**config.mk**
```make
export PLATFORM = sky130hd
export DESIGN_NAME = pcm_power_clock
export DESIGN_NICKNAME = d
export VERILOG_FILES = /design/src/pcm_pkg.sv /design/src/pcm_countdown.sv /design/src/pcm_power_clock.sv
export SDC_FILE = /design/constraint.sdc
export NUM_CORES = 1
export LEC_CHECK = 0
export BUFFER_PORTS_ARGS = -buffer_cell sky130_fd_sc_hd__buf_2
export CAP_MARGIN = 10
export CORE_MARGIN = 1.5
export CORE_UTILIZATION = 45
export DETAILED_ROUTE_END_ITERATION = 16
export GPL_ROUTABILITY_DRIVEN = 0
export PLACE_DENSITY = 0.71
export SLEW_MARGIN = 0
export SYNTH_ARGS = -nofsm -noshare
export SYNTH_HDL_FRONTEND = slang
export SYNTH_SLANG_ARGS = --single-unit
```
**constraint.sdc**
```tcl
create_clock -name clk -period 4.4 [get_ports clk]
set_clock_uncertainty 0.05 [all_clocks]
set_input_delay 0.22 -clock clk [delete_from_list [all_inputs] [get_ports clk]]
set_output_delay 0.22 -clock clk [all_outputs]
set_load 0.01 [all_outputs]
```
**src/pcm_pkg.sv**
```systemverilog
package pcm_pkg;

    // register indices; byte address is index times four
    localparam logic [9:0] IDX_POWER_CONTROL = 10'h087;
    localparam logic [9:0] IDX_EXTENDED_FLAGS = 10'h091;
    localparam logic [9:0] IDX_CLOCK_DIVIDE = 10'h0C4;
    localparam logic [9:0] IDX_WATCHDOG_POWER = 10'h0D8;
    localparam logic [9:0] IDX_EXT_IRQ_ENABLE = 10'h0E8;

    // power_control fields
    localparam int PC_STOP = 1;
    localparam int PC_IDLE = 0;
    // extended_flags fields
    localparam int EF_RING_MODE = 2;
    localparam int EF_RING_SEL = 1;
    localparam int EF_REF_STOP = 0;
    // clock_divide_control fields
    localparam int CD_HI = 7;
    localparam int CD_LO = 6;
    localparam int CD_SWB = 5;
    localparam int CD_MUL_EN = 4;
    localparam int CD_RATIO = 3;
    localparam int CD_CLOCK_READY = 0;
    // watchdog_power_control fields
    localparam int WP_POR = 6;
    localparam int WP_PF_EN = 5;
    localparam int WP_PF_FLAG = 4;
    localparam int WP_WD_FLAG = 3;
    localparam int WP_WD_RFLAG = 2;
    localparam int WP_WD_REN = 1;
    localparam int WP_RESTART = 0;
    // extended_interrupt_enable fields
    localparam int IE_WD_EN = 4;

    // divide field encodings
    localparam logic [1:0] CD_MULT = 2'h0;
    localparam logic [1:0] CD_RSVD = 2'h1;
    localparam logic [1:0] CD_DIV1 = 2'h2;
    localparam logic [1:0] CD_DIV1024 = 2'h3;

    localparam logic [1:0] RESET_CD = CD_DIV1;
    localparam logic RESET_POR = 1'h1;
    localparam logic [7:0] RESET_EIE = 8'h00;

    localparam int WDT_GRACE_CYCLES = 512;
    localparam int CNT_W = 18;

    localparam logic [1:0] RESP_OKAY = 2'h0;
    localparam logic [1:0] RESP_DECERR = 2'h3;

    typedef enum logic [2:0] {
        SEL_PWR, SEL_EXF, SEL_DIV, SEL_WDP, SEL_EIE, SEL_NONE
    } pcm_sel_type;

    typedef enum {ST_RUN, ST_STOP, ST_RING, ST_XWAIT} pcm_state_type;

    typedef struct packed {
        logic awvalid;
        logic [11:0] awaddr;
        logic wvalid;
        logic [31:0] wdata;
        logic [3:0] wstrb;
        logic bready;
        logic arvalid;
        logic [11:0] araddr;
        logic rready;
    } pcm_axi_req_type;

    typedef struct packed {
        logic awready;
        logic wready;
        logic bvalid;
        logic [1:0] bresp;
        logic arready;
        logic rvalid;
        logic [31:0] rdata;
        logic [1:0] rresp;
    } pcm_axi_rsp_type;

endpackage

```
**src/pcm_countdown.sv**
```systemverilog
`timescale 1ns/10ps
module pcm_countdown (
    input wire logic clk,
    input wire logic arst_n,
    input wire logic load,
    input wire logic abort,
    input wire logic [pcm_pkg::CNT_W-1:0] count,
    output logic busy,
    output logic done
);
    logic [pcm_pkg::CNT_W-1:0] cnt_reg;

    // done pulses count+1 edges after the load edge
    always_ff @(posedge clk or negedge arst_n) begin
        if (!arst_n) begin
            cnt_reg <= '0;
            busy <= 1'b0;
            done <= 1'b0;
        end else begin
            done <= 1'b0;
            if (abort) begin
                busy <= 1'b0;
            end else if (load) begin
                cnt_reg <= count;
                busy <= 1'b1;
            end else if (busy) begin
                if (cnt_reg == '0) begin
                    busy <= 1'b0;
                    done <= 1'b1;
                end else begin
                    cnt_reg <= cnt_reg - 1'b1;
                end
            end
        end
    end
endmodule // pcm_countdown

```
**src/pcm_power_clock.sv**
```systemverilog
`timescale 1ns/10ps
// Behaviour
// - power-up reset sets power-on flag; only a software write clears it
// - power-fail interrupt raised only while its enable bit is one
// - power-fail sets sticky flag; writing one forces the interrupt if enabled
// - watchdog time-out sets flag; reset follows 512 clocks later unless strobed
// - watchdog reset sets reset flag; power-fail reset clears it
// - reset enable gates only the reset; interrupt needs its own enable
// - software strobes restart bit each period; bit clears itself
// - reference select zero: no power-fail interrupt or reset in stop
// - stop halts execution and all clocks; idle halts only execution
// - ring-mode status shows one while running from ring oscillator
// - ring select: stop exit runs from ring, crystal after 65,536 cycles
// - no ring select: stop exit holds execution until crystal count ends
// - ring select cleared only by power-on reset
// - divide code 01b acts as 10b, divide-by-1, for timer and multiplier logic; divideMode shows 01b
// - every reset returns divider to divide-by-1
// - divide-by-1024 with switchback: enabled external interrupt forces divide-by-1
// - serial start bit also switches back; only from divide-by-1024
// - ratios 0.25, 0.5 and 1 feed timers through fixed divide-by-12
// - multiplier ratio writes ignored unless multiplier enable is zero
// - multiplier enable changes only in divide-by-1 with ring status zero
// - enabling multiplier clears clock-ready, starts count; 00b refused meanwhile
// - every reset clears multiplier enable
module pcm_power_clock #(
    parameter int WDT_TIMEOUT_CYCLES = 131072,
    parameter int XTAL_START_CYCLES = 65536,
    parameter int MUL_START_CYCLES = 8192
) (
    input wire logic clk,
    input wire logic arst_n,
    input wire pcm_pkg::pcm_axi_req_type busReq,
    output pcm_pkg::pcm_axi_rsp_type busRsp,
    input wire logic powerFailDet,
    input wire logic powerFailRstReq,
    input wire logic extRstReq,
    input wire logic extIrqDet,
    input wire logic serialStartDet,
    input wire logic anyIrqWake,
    output logic powerFailIrq,
    output logic watchdogIrq,
    output logic watchdogRst,
    output logic stopMode,
    output logic idleMode,
    output logic ringClock,
    output logic cpuHold,
    output logic refActive,
    output logic [1:0] divideMode,
    output logic multRatio4x,
    output logic timerDiv12
);
    function automatic pcm_pkg::pcm_sel_type regSel(input logic [11:0] a);
        if (a[1:0] != 2'h0) return pcm_pkg::SEL_NONE;
        case (a[11:2])
            pcm_pkg::IDX_POWER_CONTROL: return pcm_pkg::SEL_PWR;
            pcm_pkg::IDX_EXTENDED_FLAGS: return pcm_pkg::SEL_EXF;
            pcm_pkg::IDX_CLOCK_DIVIDE: return pcm_pkg::SEL_DIV;
            pcm_pkg::IDX_WATCHDOG_POWER: return pcm_pkg::SEL_WDP;
            pcm_pkg::IDX_EXT_IRQ_ENABLE: return pcm_pkg::SEL_EIE;
            default: return pcm_pkg::SEL_NONE;
        endcase
    endfunction

    // bus state
    logic awRdy_reg, wRdy_reg, awHave_reg, wHave_reg;
    logic bValid_reg, arRdy_reg, rValid_reg;
    logic [1:0] bResp_reg, rResp_reg;
    logic [11:0] awAddr_reg;
    logic [31:0] wData_reg, rData_reg;
    logic [3:0] wStrb_reg;
    // control and status state
    logic stop_reg, idle_reg, ringSel_reg, refStop_reg, ringMode_reg;
    logic hold_reg;
    logic [1:0] cd_reg;
    logic swb_reg, mulEn_reg, ratio_reg, clock_ready_reg;
    logic por_reg, pfEn_reg, pfFlag_reg, wdFlag_reg, wdRFlag_reg;
    logic wdREn_reg, rwt_reg;
    logic [7:0] eie_reg;
    logic pfIrq_reg, wdIrq_reg, wdRst_reg, refOn_reg, div12_reg;
    logic [pcm_pkg::CNT_W-1:0] wdCnt_reg;
    pcm_pkg::pcm_state_type state_reg;

    logic doWrite, wrOk, softRst, pfRst, pfCond, wdTimeout, stopped;
    logic xtalDone, mulDone, graceDone, mulLoad, xtalLoad;
    logic mulAllowed, switchBack;
    logic [7:0] wd;
    logic [1:0] cdEff;
    pcm_pkg::pcm_sel_type wSel, rSel;

    assign doWrite = awHave_reg && wHave_reg && !bValid_reg;
    assign wSel = regSel(awAddr_reg);
    assign rSel = regSel(busReq.araddr);
    assign wrOk = doWrite && wStrb_reg[0] && (wSel != pcm_pkg::SEL_NONE);
    assign wd = wData_reg[7:0];
    assign stopped = (state_reg == pcm_pkg::ST_STOP);
    // monitor is off in stop unless software keeps the reference on
    assign pfCond = powerFailDet && (!stopped || refStop_reg);
    assign pfRst = powerFailRstReq && (!stopped || refStop_reg);
    assign softRst = extRstReq || pfRst || wdRst_reg;
    assign cdEff = (cd_reg == pcm_pkg::CD_RSVD) ? pcm_pkg::CD_DIV1 : cd_reg;
    assign mulAllowed = (cdEff == pcm_pkg::CD_DIV1) && !ringMode_reg;
    assign mulLoad = wrOk && (wSel == pcm_pkg::SEL_DIV) && mulAllowed && wd[pcm_pkg::CD_MUL_EN] && !mulEn_reg;
    assign switchBack = (cd_reg == pcm_pkg::CD_DIV1024) && swb_reg && (extIrqDet || serialStartDet);
    assign wdTimeout = !stopped && !rwt_reg && (wdCnt_reg == pcm_pkg::CNT_W'(WDT_TIMEOUT_CYCLES - 1));
    assign xtalLoad = stopped && !softRst && (extIrqDet || (pfCond && pfEn_reg));

    // AXI4-Lite write channel
    always_ff @(posedge clk or negedge arst_n) begin
        if (!arst_n) begin
            awRdy_reg <= 1'b1;
            wRdy_reg <= 1'b1;
            awHave_reg <= 1'b0;
            wHave_reg <= 1'b0;
            bValid_reg <= 1'b0;
            bResp_reg <= pcm_pkg::RESP_OKAY;
            awAddr_reg <= '0;
            wData_reg <= '0;
            wStrb_reg <= '0;
        end else begin
            if (busReq.awvalid && awRdy_reg) begin
                awAddr_reg <= busReq.awaddr;
                awHave_reg <= 1'b1;
                awRdy_reg <= 1'b0;
            end
            if (busReq.wvalid && wRdy_reg) begin
                wData_reg <= busReq.wdata;
                wStrb_reg <= busReq.wstrb;
                wHave_reg <= 1'b1;
                wRdy_reg <= 1'b0;
            end
            if (doWrite) begin
                bValid_reg <= 1'b1;
                bResp_reg <= (wSel == pcm_pkg::SEL_NONE) ? pcm_pkg::RESP_DECERR : pcm_pkg::RESP_OKAY;
                awHave_reg <= 1'b0;
                wHave_reg <= 1'b0;
            end
            if (bValid_reg && busReq.bready) begin
                bValid_reg <= 1'b0;
                awRdy_reg <= 1'b1;
                wRdy_reg <= 1'b1;
            end
        end
    end

    // AXI4-Lite read channel
    always_ff @(posedge clk or negedge arst_n) begin
        if (!arst_n) begin
            arRdy_reg <= 1'b1;
            rValid_reg <= 1'b0;
            rData_reg <= '0;
            rResp_reg <= pcm_pkg::RESP_OKAY;
        end else if (busReq.arvalid && arRdy_reg) begin
            arRdy_reg <= 1'b0;
            rValid_reg <= 1'b1;
            rResp_reg <= pcm_pkg::RESP_OKAY;
            rData_reg <= '0;
            case (rSel)
                pcm_pkg::SEL_PWR: rData_reg[1:0] <= {stop_reg, idle_reg};
                pcm_pkg::SEL_EXF: rData_reg[2:0] <= {ringMode_reg, ringSel_reg, refStop_reg};
                pcm_pkg::SEL_DIV: rData_reg[7:0] <= {cd_reg, swb_reg, mulEn_reg, ratio_reg, 2'h0, clock_ready_reg};
                pcm_pkg::SEL_WDP: rData_reg[7:0] <= {1'b0, por_reg, pfEn_reg, pfFlag_reg, wdFlag_reg,
                                                     wdRFlag_reg, wdREn_reg, rwt_reg};
                pcm_pkg::SEL_EIE: rData_reg[7:0] <= eie_reg;
                default: rResp_reg <= pcm_pkg::RESP_DECERR;
            endcase
        end else if (rValid_reg && busReq.rready) begin
            rValid_reg <= 1'b0;
            arRdy_reg <= 1'b1;
        end
    end

    assign busRsp = '{awready: awRdy_reg, wready: wRdy_reg, bvalid: bValid_reg, bresp: bResp_reg,
                      arready: arRdy_reg, rvalid: rValid_reg, rdata: rData_reg, rresp: rResp_reg};

    // watchdog_power_control flags; hardware set wins over software clear
    always_ff @(posedge clk or negedge arst_n) begin
        if (!arst_n) begin
            por_reg <= pcm_pkg::RESET_POR;
            pfEn_reg <= 1'b0;
            pfFlag_reg <= 1'b0;
            wdFlag_reg <= 1'b0;
            wdRFlag_reg <= 1'b0;
            wdREn_reg <= 1'b0;
            rwt_reg <= 1'b0;
            eie_reg <= pcm_pkg::RESET_EIE;
        end else begin
            rwt_reg <= 1'b0;
            if (wrOk && wSel == pcm_pkg::SEL_WDP) begin
                if (!wd[pcm_pkg::WP_POR]) por_reg <= 1'b0;
                pfEn_reg <= wd[pcm_pkg::WP_PF_EN];
                pfFlag_reg <= wd[pcm_pkg::WP_PF_FLAG];
                if (!wd[pcm_pkg::WP_WD_FLAG]) wdFlag_reg <= 1'b0;
                if (!wd[pcm_pkg::WP_WD_RFLAG]) wdRFlag_reg <= 1'b0;
                wdREn_reg <= wd[pcm_pkg::WP_WD_REN];
                rwt_reg <= wd[pcm_pkg::WP_RESTART];
            end
            if (wrOk && wSel == pcm_pkg::SEL_EIE) eie_reg <= wd;
            if (pfCond) pfFlag_reg <= 1'b1;
            if (wdTimeout) wdFlag_reg <= 1'b1;
            // the flop feeding watchdogRst only fires with the reset enabled
            if (wdRst_reg) wdRFlag_reg <= 1'b1;
            if (softRst) begin
                pfEn_reg <= 1'b0;
                wdFlag_reg <= 1'b0;
                wdREn_reg <= 1'b0;
                rwt_reg <= 1'b0;
                eie_reg <= pcm_pkg::RESET_EIE;
            end
            if (pfRst) wdRFlag_reg <= 1'b0;
        end
    end

    // watchdog time base keeps counting whatever the reset enable says
    always_ff @(posedge clk or negedge arst_n) begin
        if (!arst_n) begin
            wdCnt_reg <= '0;
        end else if (softRst || rwt_reg) begin
            wdCnt_reg <= '0;
        end else if (!stopped) begin
            wdCnt_reg <= wdTimeout ? '0 : wdCnt_reg + 1'b1;
        end
    end

    pcm_countdown graceCount (
        .clk(clk),
        .arst_n(arst_n),
        .load(wdTimeout),
        .abort(softRst || rwt_reg),
        .count(pcm_pkg::CNT_W'(pcm_pkg::WDT_GRACE_CYCLES - 2)),
        .busy(),
        .done(graceDone)
    );

    pcm_countdown xtalCount (
        .clk(clk),
        .arst_n(arst_n),
        .load(xtalLoad),
        .abort(softRst || (ringMode_reg && wrOk && wSel == pcm_pkg::SEL_PWR && wd[pcm_pkg::PC_STOP])),
        .count(pcm_pkg::CNT_W'(XTAL_START_CYCLES - 2)),
        .busy(),
        .done(xtalDone)
    );

    pcm_countdown mulCount (
        .clk(clk),
        .arst_n(arst_n),
        .load(mulLoad),
        .abort(softRst),
        .count(pcm_pkg::CNT_W'(MUL_START_CYCLES - 2)),
        .busy(),
        .done(mulDone)
    );

    // interrupt, reset and status outputs
    always_ff @(posedge clk or negedge arst_n) begin
        if (!arst_n) begin
            pfIrq_reg <= 1'b0;
            wdIrq_reg <= 1'b0;
            wdRst_reg <= 1'b0;
            refOn_reg <= 1'b1;
            div12_reg <= 1'b1;
        end else begin
            pfIrq_reg <= pfFlag_reg && pfEn_reg;
            wdIrq_reg <= wdFlag_reg && eie_reg[pcm_pkg::IE_WD_EN];
            wdRst_reg <= graceDone && wdREn_reg && !rwt_reg;
            refOn_reg <= !stopped || refStop_reg;
            div12_reg <= cdEff != pcm_pkg::CD_DIV1024;
        end
    end

    // power_control and extended_flags
    always_ff @(posedge clk or negedge arst_n) begin
        if (!arst_n) begin
            ringSel_reg <= 1'b0;
            refStop_reg <= 1'b0;
            idle_reg <= 1'b0;
        end else begin
            if (wrOk && wSel == pcm_pkg::SEL_EXF) begin
                ringSel_reg <= wd[pcm_pkg::EF_RING_SEL];
                refStop_reg <= wd[pcm_pkg::EF_REF_STOP];
            end
            // stop takes precedence when both are requested
            if (wrOk && wSel == pcm_pkg::SEL_PWR && !wd[pcm_pkg::PC_STOP]) begin
                idle_reg <= wd[pcm_pkg::PC_IDLE];
            end
            if (anyIrqWake) idle_reg <= 1'b0;
            if (softRst) begin
                refStop_reg <= 1'b0;
                idle_reg <= 1'b0;
            end
        end
    end

    // stop entry and wake-up clock sequencing
    always_ff @(posedge clk or negedge arst_n) begin
        if (!arst_n) begin
            state_reg <= pcm_pkg::ST_RUN;
            stop_reg <= 1'b0;
            ringMode_reg <= 1'b0;
            hold_reg <= 1'b0;
        end else if (softRst) begin
            state_reg <= pcm_pkg::ST_RUN;
            stop_reg <= 1'b0;
            ringMode_reg <= 1'b0;
            hold_reg <= 1'b0;
        end else begin
            case (state_reg)
                pcm_pkg::ST_RUN, pcm_pkg::ST_RING: begin
                    if (wrOk && wSel == pcm_pkg::SEL_PWR && wd[pcm_pkg::PC_STOP]) begin
                        state_reg <= pcm_pkg::ST_STOP;
                        stop_reg <= 1'b1;
                        ringMode_reg <= 1'b0;
                    end else if (state_reg == pcm_pkg::ST_RING && xtalDone) begin
                        state_reg <= pcm_pkg::ST_RUN;
                        ringMode_reg <= 1'b0;
                    end
                end
                pcm_pkg::ST_STOP: begin
                    if (xtalLoad) begin
                        stop_reg <= 1'b0;
                        if (ringSel_reg) begin
                            state_reg <= pcm_pkg::ST_RING;
                            ringMode_reg <= 1'b1;
                        end else begin
                            state_reg <= pcm_pkg::ST_XWAIT;
                            hold_reg <= 1'b1;
                        end
                    end
                end
                pcm_pkg::ST_XWAIT: begin
                    if (xtalDone) begin
                        state_reg <= pcm_pkg::ST_RUN;
                        hold_reg <= 1'b0;
                    end
                end
                default: state_reg <= pcm_pkg::ST_RUN;
            endcase
        end
    end

    // clock_divide_control with its write interlocks
    always_ff @(posedge clk or negedge arst_n) begin
        if (!arst_n) begin
            cd_reg <= pcm_pkg::RESET_CD;
            swb_reg <= 1'b0;
            mulEn_reg <= 1'b0;
            ratio_reg <= 1'b0;
            clock_ready_reg <= 1'b0;
        end else if (softRst) begin
            cd_reg <= pcm_pkg::RESET_CD;
            swb_reg <= 1'b0;
            mulEn_reg <= 1'b0;
            clock_ready_reg <= 1'b0;
        end else begin
            if (wrOk && wSel == pcm_pkg::SEL_DIV) begin
                if (wd[pcm_pkg::CD_HI:pcm_pkg::CD_LO] != pcm_pkg::CD_MULT || clock_ready_reg) begin
                    cd_reg <= wd[pcm_pkg::CD_HI:pcm_pkg::CD_LO];
                end
                swb_reg <= wd[pcm_pkg::CD_SWB];
                if (mulAllowed) mulEn_reg <= wd[pcm_pkg::CD_MUL_EN];
                if (!mulEn_reg) ratio_reg <= wd[pcm_pkg::CD_RATIO];
            end
            if (mulLoad) clock_ready_reg <= 1'b0;
            else if (mulDone) clock_ready_reg <= 1'b1;
            if (switchBack) cd_reg <= pcm_pkg::CD_DIV1;
        end
    end

    assign powerFailIrq = pfIrq_reg;
    assign watchdogIrq = wdIrq_reg;
    assign watchdogRst = wdRst_reg;
    assign stopMode = stop_reg;
    assign idleMode = idle_reg;
    assign ringClock = ringMode_reg;
    assign cpuHold = hold_reg;
    assign refActive = refOn_reg;
    assign divideMode = cd_reg;
    assign multRatio4x = ratio_reg;
    assign timerDiv12 = div12_reg;
endmodule // pcm_power_clock

```
==> results by group, run 1 <==
Yosys
  • Post-synth cell types: 79
  • Post-synth EDFFs: 0
  • Avg Cell Area, Syn: 9.868 um^2
  • Ys flop type: dfrtp_1
  • Mapped Area: 7875 um^2
  • Synth area leader: dfrtp_1
  • Async S/R FF share, synth: 100.0%
  • Post-Syn Instances: 798
  • Synth Warn #: 0
  • Seq/Total Area, Yosys: 47.78%
  • Yosys reg bits: 150
  • Top cells by area, synth: dfrtp_1 (45%), nor2_1 (4.3%), mux2_2 (3.4%)
  • Area share of the largest cell type after synthesis: 45.44%

Timing
  • Fmax: 0.3271 GHz
  • Slew HR: 33.30%
  • Setup_tns: 0 ns
  • Crit path time final: 3.058 ns
  • Worst slew pin tran: 1.001 ns
  • Ratio of final minimum period to clock period: 69.49%
  • RSZ-0062 raised after global routing: false
  • Slew Viols, Final: 0
  • Final setup viols: 0
  • Fin. Hold Viols: 0

Die
  • Die Ht: 135.3 um
  • # IOs: 126
  • Core area: 17180 um^2
  • Die W: 135.3 um
  • Initial Util: 45.85%
  • Core Rows: 48
  • Die area: 18300 um^2

Drt
  • DRC: 0
  • First-pass DRT Iterations: 5
  • DR WL/cell: 15.74 um
  • Vias per std cell: 5.659
  • Total Wirelength: 17.76 mm
  • Via count: 6383
  • Routed Antenna Nets: 0
  • Drt initial violations: 399

Layout
  • Fin util: 53.68%
  • Flip-flop and latch area: 3762 um^2
  • Most common cell after layout, fill and taps aside: dfrtp_1
  • Area Overhead vs Synth: 17.08%
  • Proportion of layout cells with a drive suffix above 1: 18.16%
  • Layout net count: 968
  • Layout Cells excl Fill: 1128
  • Fill cell total of the finished layout: 1531
  • Area of the multi-input gates: 3766 um^2
  • Antenna cells: 0
  • Commonest non-fill, non-tap cells in the layout: dfrtp_1 (143), nor2_1 (91), buf_2 (73)

Pwr
  • Pleak: 0.003864 uW
  • Peak supply drop: 0.0002975 V
  • PwrDens: 403.4 nW/um^2

Setup path
  • Setup crit end kind: flop
  • Worst flop-to-flop path startpoint: state_reg[1]$_DFFE_PN0P_
  • FF-to-FF path depth: 6
  • Flop2flop setup slack: 1.34 ns
  • Crit start category: flop
  • WS Path Type: reg2reg
  • Crit Path Max Fanout: 16
  • Reg2reg end: xtalCount.cnt_reg[10]$_DFFE_PN0P_
  • Worst path arrival time: 3.30 ns
  • Req. time, crit path: 4.64 ns

CTS
  • Post-CTS Hold Fix Bufs: 31
  • Maximum clock path buffer count: 2
  • TritonCTS clock tree: yes
  • Cts bufs inserted: 17
  • Worst-Skew Late Latency: 0.43 ns
  • H-Tree Depth: 4
  • CTS sink cnt: 150
  • CTS resizes: 0
  • Post CTS Setup Buffer Count: 0
  • Clk pin slew, worst setup/hold paths: 0.07 ns
  • Root buf cell: clkbuf_16

Placed design
  • Hpwl dp: 12.13 mm
  • Port Buf Inserts: 74
  • Placed Cells: 1065

GRT
  • Vias in the first global route: 6167
  • Largest net degree at the start of global routing: 59
  • Total GRT Usage: 20.83%
  • Total grt overflow: 0
  • First-pass GRT wire length: 30.40 mm
  • Initial antenna violation count: 0

Hold path
  • Worst min-delay path startpoint: busReq[14]
  • Min-Delay Path Class: in2reg
  • Hold worst-path end: bValid_reg$_DFFE_PN0P_
  • Worst hold path depth: 3

Job
  • Max Cap Viol: 0

Status
  • Outcome: complete, no violations
-- cells in the mapped netlist, drive strengths merged (5+ instances only) --
library cell / instances
dfstp: 7
nor3b: 5
o21ai: 34
and4: 7
nor3: 31
xnor2: 12
and3: 8
a211oi: 9
a31oi: 16
ha: 5
or3b: 7
nor2: 91
buf: 41
nand2b: 7
or4: 9
nand4: 11
nor4: 11
mux2: 24
o31ai: 16
inv: 22
or3: 19
nand2: 57
a21oi: 45
xor2: 17
dfrtp: 143
mux2i: 18
nor2b: 7
nand3: 23
clkbuf: 17
-- how the worst max path moves through the flow --
stage | startpoint | end | slack [ns]
after floorplan | mulCount.cnt_reg[2]$_DFFE_PN0P_ | mulCount.cnt_reg[12]$_DFFE_PN0P_ | 2.01
after global placement | state_reg[1]$_DFFE_PN0P_ | xtalCount.cnt_reg[10]$_DFFE_PN0P_ | 1.39
after detailed placement | state_reg[1]$_DFFE_PN0P_ | xtalCount.cnt_reg[10]$_DFFE_PN0P_ | 1.35
after CTS | state_reg[1]$_DFFE_PN0P_ | xtalCount.cnt_reg[10]$_DFFE_PN0P_ | 1.34
after global routing | state_reg[1]$_DFFE_PN0P_ | xtalCount.cnt_reg[10]$_DFFE_PN0P_ | 1.10
final | state_reg[1]$_DFFE_PN0P_ | xtalCount.cnt_reg[10]$_DFFE_PN0P_ | 1.34
-- cells by family (layout without fill, tap and decap cells) --
group / Yosys count / count (layout) / share of synthesized area (%)
AOI/OAI and AO/OA: 175 / 175 / 15.92
xor gates and xnor gates: 29 / 29 / 3.225
adders and majority gates: 5 / 5 / 0.7944
buffers and inverters: 80 / 162 / 5.497
DFF: 150 / 150 / 47.78
muxes: 42 / 42 / 5.720
other: 1 / 24 / 0.04762
and+or+nand+nor: 316 / 316 / 21.02
-- cell type report --
| cell class | instances | share of cell area (%) |
|---|---|---|
| repair buffers | 108 | 7.694 |
| inverters | 22 | 0.8956 |
| multi-input cells | 591 | 40.85 |
| clock buffers | 17 | 4.614 |
| flip-flops and latches | 150 | 40.81 |
| well taps | 225 | 3.053 |
| clock inverters | 15 | 2.090 |
-- power breakdown --
| part | internal [uW] | switching, uW |
|---|---|---|
| Sequential | 1540 | 166 |
| Combinational | 248 | 252 |
| Clock | 906 | 613 |
| Total | 2690 | 1030 |
-- stage by stage --
step           power [uW]  hold slack, ns  worst slack (ns)  area [um^2]
2_1_floorplan        2043         -0.1256             2.011         7961
3_3_place_gp         2164          0.1810             1.394         8292
3_5_place_dp         2182          0.1738             1.354         8292
4_1_cts              3734        0.009254             1.342         9220
5_1_grt              3895         0.01612             1.102         9220
6_report             3720         0.01670             1.342         9220
-- per-layer routing --
| metal | part of all wire (%) | wire (um) | vias up | GRT usage, % |
|---|---|---|---|---|
| met5 | 0 | 0 | - | 0 |
| li1 | - | - | 3056 | - |
| met2 | 47 | 8389 | 161 | 33.45 |
| met1 | 47 | 8394 | 3148 | 28.93 |
| met3 | 4.2 | 739 | 18 | 4.003 |
| met4 | 1.3 | 235 | 0 | 5.675 |
-- worst max-delay path: stages (launching register included) --
cell     delay, ns
dfrtp_1       0.47
or3b_1        0.57
a31oi_2       0.42
or2_2         0.37
nand3_1       0.47
o41ai_1       0.45
o21ai_0       0.13
(Power assumes the default switching activity.)
==> run 2, diff against run 1 <==
clock period = 3 ns   (was 4.4 ns; I/O delays follow)
==> run 2 against run 1 <==
  * Sequential cell count stayed put
  * Cell count is 1.6% higher
  * Clock power is 36% higher
  * Count of clock-buffer cells in the layout up 3
  * Maximum frequency rose by 13%
  * Die area did not move
  * Final area grew 1.2%
  * Worst setup slack worse by 1.0 ns
  * Global-route usage is 0.42 points higher
  * Routed wire length grew 2.2%
  * Critical path depth did not move
  * Sequential share of layout area decreased by 0.49 points
  * Critical path type unchanged
  * Critical endpoint is now graceCount.cnt_reg[5]$_DFFE_PN0P_
  * Largest cell class unchanged
  * Largest power group unchanged
==> results by group, run 2 (same netlist as run 1, synthesis figures left out) <==
Status
  • Outcome: complete, no violations

Setup path
  • Slowest-stage cell, CP: or4_1
  • CP max stage delay: 0.62 ns
  • Flop2flop setup slack: 0.30 ns
  • Req. time, crit path: 3.25 ns
  • Crit Path Max Fanout: 9
  • Setup crit end kind: flop
  • Crit start category: flop
  • CP delay by family, top: simple AND/OR/NAND/NOR gates
  • WS Path Type: reg2reg
  • Worst path arrival time: 2.96 ns
  • Worst path bufs/invs: 1
  • CP Cell Sequence: or4_1 -> or4b_1 -> o21ai_1 -> buf_4 -> a21oi_1 -> or3_1

Layout
  • Antenna cells: 0
  • Area Overhead vs Synth: 18.51%
  • Most common cell after layout, fill and taps aside: dfrtp_1
  • Fin area: 9333 um^2
  • Commonest non-fill, non-tap cells in the layout: dfrtp_1 (143), nor2_1 (91), buf_2 (73)
  • Layout Cells excl Fill: 1146
  • Layout net count: 986
  • Proportion of layout cells with a drive suffix above 1: 19.33%

Pwr
  • Comb power frac: 14.1%
  • Pleak: 0.003937 uW
  • PwrDens: 570.6 nW/um^2
  • Net Sw Frac: 28.14%
  • Int Pwr: 3827 uW
  • Net switching power: 1499 uW
  • Part of the power in registers: 47.0%
  • Overall Power: 5326 uW
  • Clock share of power: 38.9%
  • Peak supply drop: 0.0004050 V

GRT
  • Vias in the first global route: 6286
  • Total GRT Usage: 21.25%
  • First-pass GRT wire length: 31.08 mm
  • Total grt overflow: 0
  • Initial antenna violation count: 0
  • Largest net degree at the start of global routing: 77

Timing
  • Final setup viols: 0
  • Fmax: 0.3700 GHz
  • Setup_tns: 0 ns
  • Slew HR: 50.22%
  • Crit path time final: 2.703 ns
  • Ratio of final minimum period to clock period: 90.09%
  • Slew Viols, Final: 0
  • Worst slew pin tran: 0.7466 ns
  • Fin. Hold Viols: 0
  • RSZ-0062 raised after global routing: false

CTS
  • Root buf cell: clkbuf_16
  • Post-CTS Hold Fix Bufs: 34
  • Clk pin slew, worst setup/hold paths: 0.06 ns
  • Cts bufs inserted: 17
  • H-Tree Depth: 4
  • CTS resizes: 0
  • Worst-Skew Late Latency: 0.43 ns
  • Maximum clock path buffer count: 2
  • Post CTS Setup Buffer Count: 0
  • CTS sink cnt: 150
  • TritonCTS clock tree: yes

Die
  • Core Rows: 48
  • Die Ht: 135.3 um
  • # IOs: 126
  • Core area: 17180 um^2
  • Die area: 18300 um^2
  • Die W: 135.3 um
  • Initial Util: 45.85%

Drt
  • Vias per std cell: 5.602
  • First-pass DRT Iterations: 5
  • DRC: 0
  • Total Wirelength: 18.15 mm
  • Drt initial violations: 405
  • Via count: 6420
  • DR WL/cell: 15.84 um
  • Routed Antenna Nets: 0

Hold path
  • Min-Delay Path Class: in2reg

Placed design
  • Hpwl dp: 12.47 mm
  • Placed Cells: 1080
  • Port Buf Inserts: 74
  • Post-DP Area: 8417 um^2

Job
  • Max Cap Viol: 0
run 2: path summary, 6_finish.rpt:
check,to,depth (start not counted),start
worst max-delay path,graceCount.cnt_reg[5]$_DFFE_PN0P_,6,graceCount.cnt_reg[9]$_DFFE_PN0P_
worst min-delay path,divideMode[0]$_DFFE_PN0P_,4,extIrqDet
worst max register to register,graceCount.cnt_reg[5]$_DFFE_PN0P_,6,graceCount.cnt_reg[9]$_DFFE_PN0P_
worst min register to register,clock_ready_reg$_DFFE_PN0P_,2,mulCount.done$_DFF_PN0_
max in group asynchronous,awRdy_reg$_DFFE_PN1P_,3,arst_n
min in group asynchronous,mulCount.cnt_reg[17]$_DFFE_PN0P_,2,arst_n
run 2: metal layers:
metal  global-route usage (%)  vias up  wire length (um)
met5                        0        -                 0
met2                    34.13      140              8578
li1                         -     3094                 -
met1                    28.94     3160              8533
met4                    7.587        0               329
met3                    3.853       26               711
run 2: metrics by stage:
| stage | hold WS [ns] | worst slack, ns | util (%) |
|---|---|---|---|
| CTS | 0.03375 | 0.3039 | 54.33 |
| detailed placement | 0.1844 | 0.3167 | 49.00 |
| floorplan | -0.1956 | 0.6105 | - |
| global placement | 0.1886 | 0.3209 | 49.00 |
| finish | 0.04870 | 0.2973 | 54.33 |
| global route | 0.07627 | 0.1588 | 54.33 |
run 2: power by group through the flow:
stage	logic [uW]	clock network [uW]	registers (uW)
4_1_cts	745	2110	2490
6_report	751	2070	2500
5_1_grt	842	2190	2530
2_1_floorplan	546	0	2450
3_3_place_gp	682	0	2510
3_5_place_dp	696	0	2520
run 2: cell type report:
cell class	count	area (um^2)
timing repair buffer	126	864.6
clock buffer	20	456.7
fill	1515	7844
inverter	22	82.58
clock inverter	12	118.9
multi-input combinational	591	3766
tap	225	281.5
sequential	150	3762
run 2: worst reg2reg max path, delay by kind of cell, from the launching register on:
kind                   cells  cell delay, ns
AND/OR/NAND/NOR            3            1.56
flip-flops                 1            0.39
AO/OA/AOI/OAI              2            0.36
buffers and inverters      1            0.22
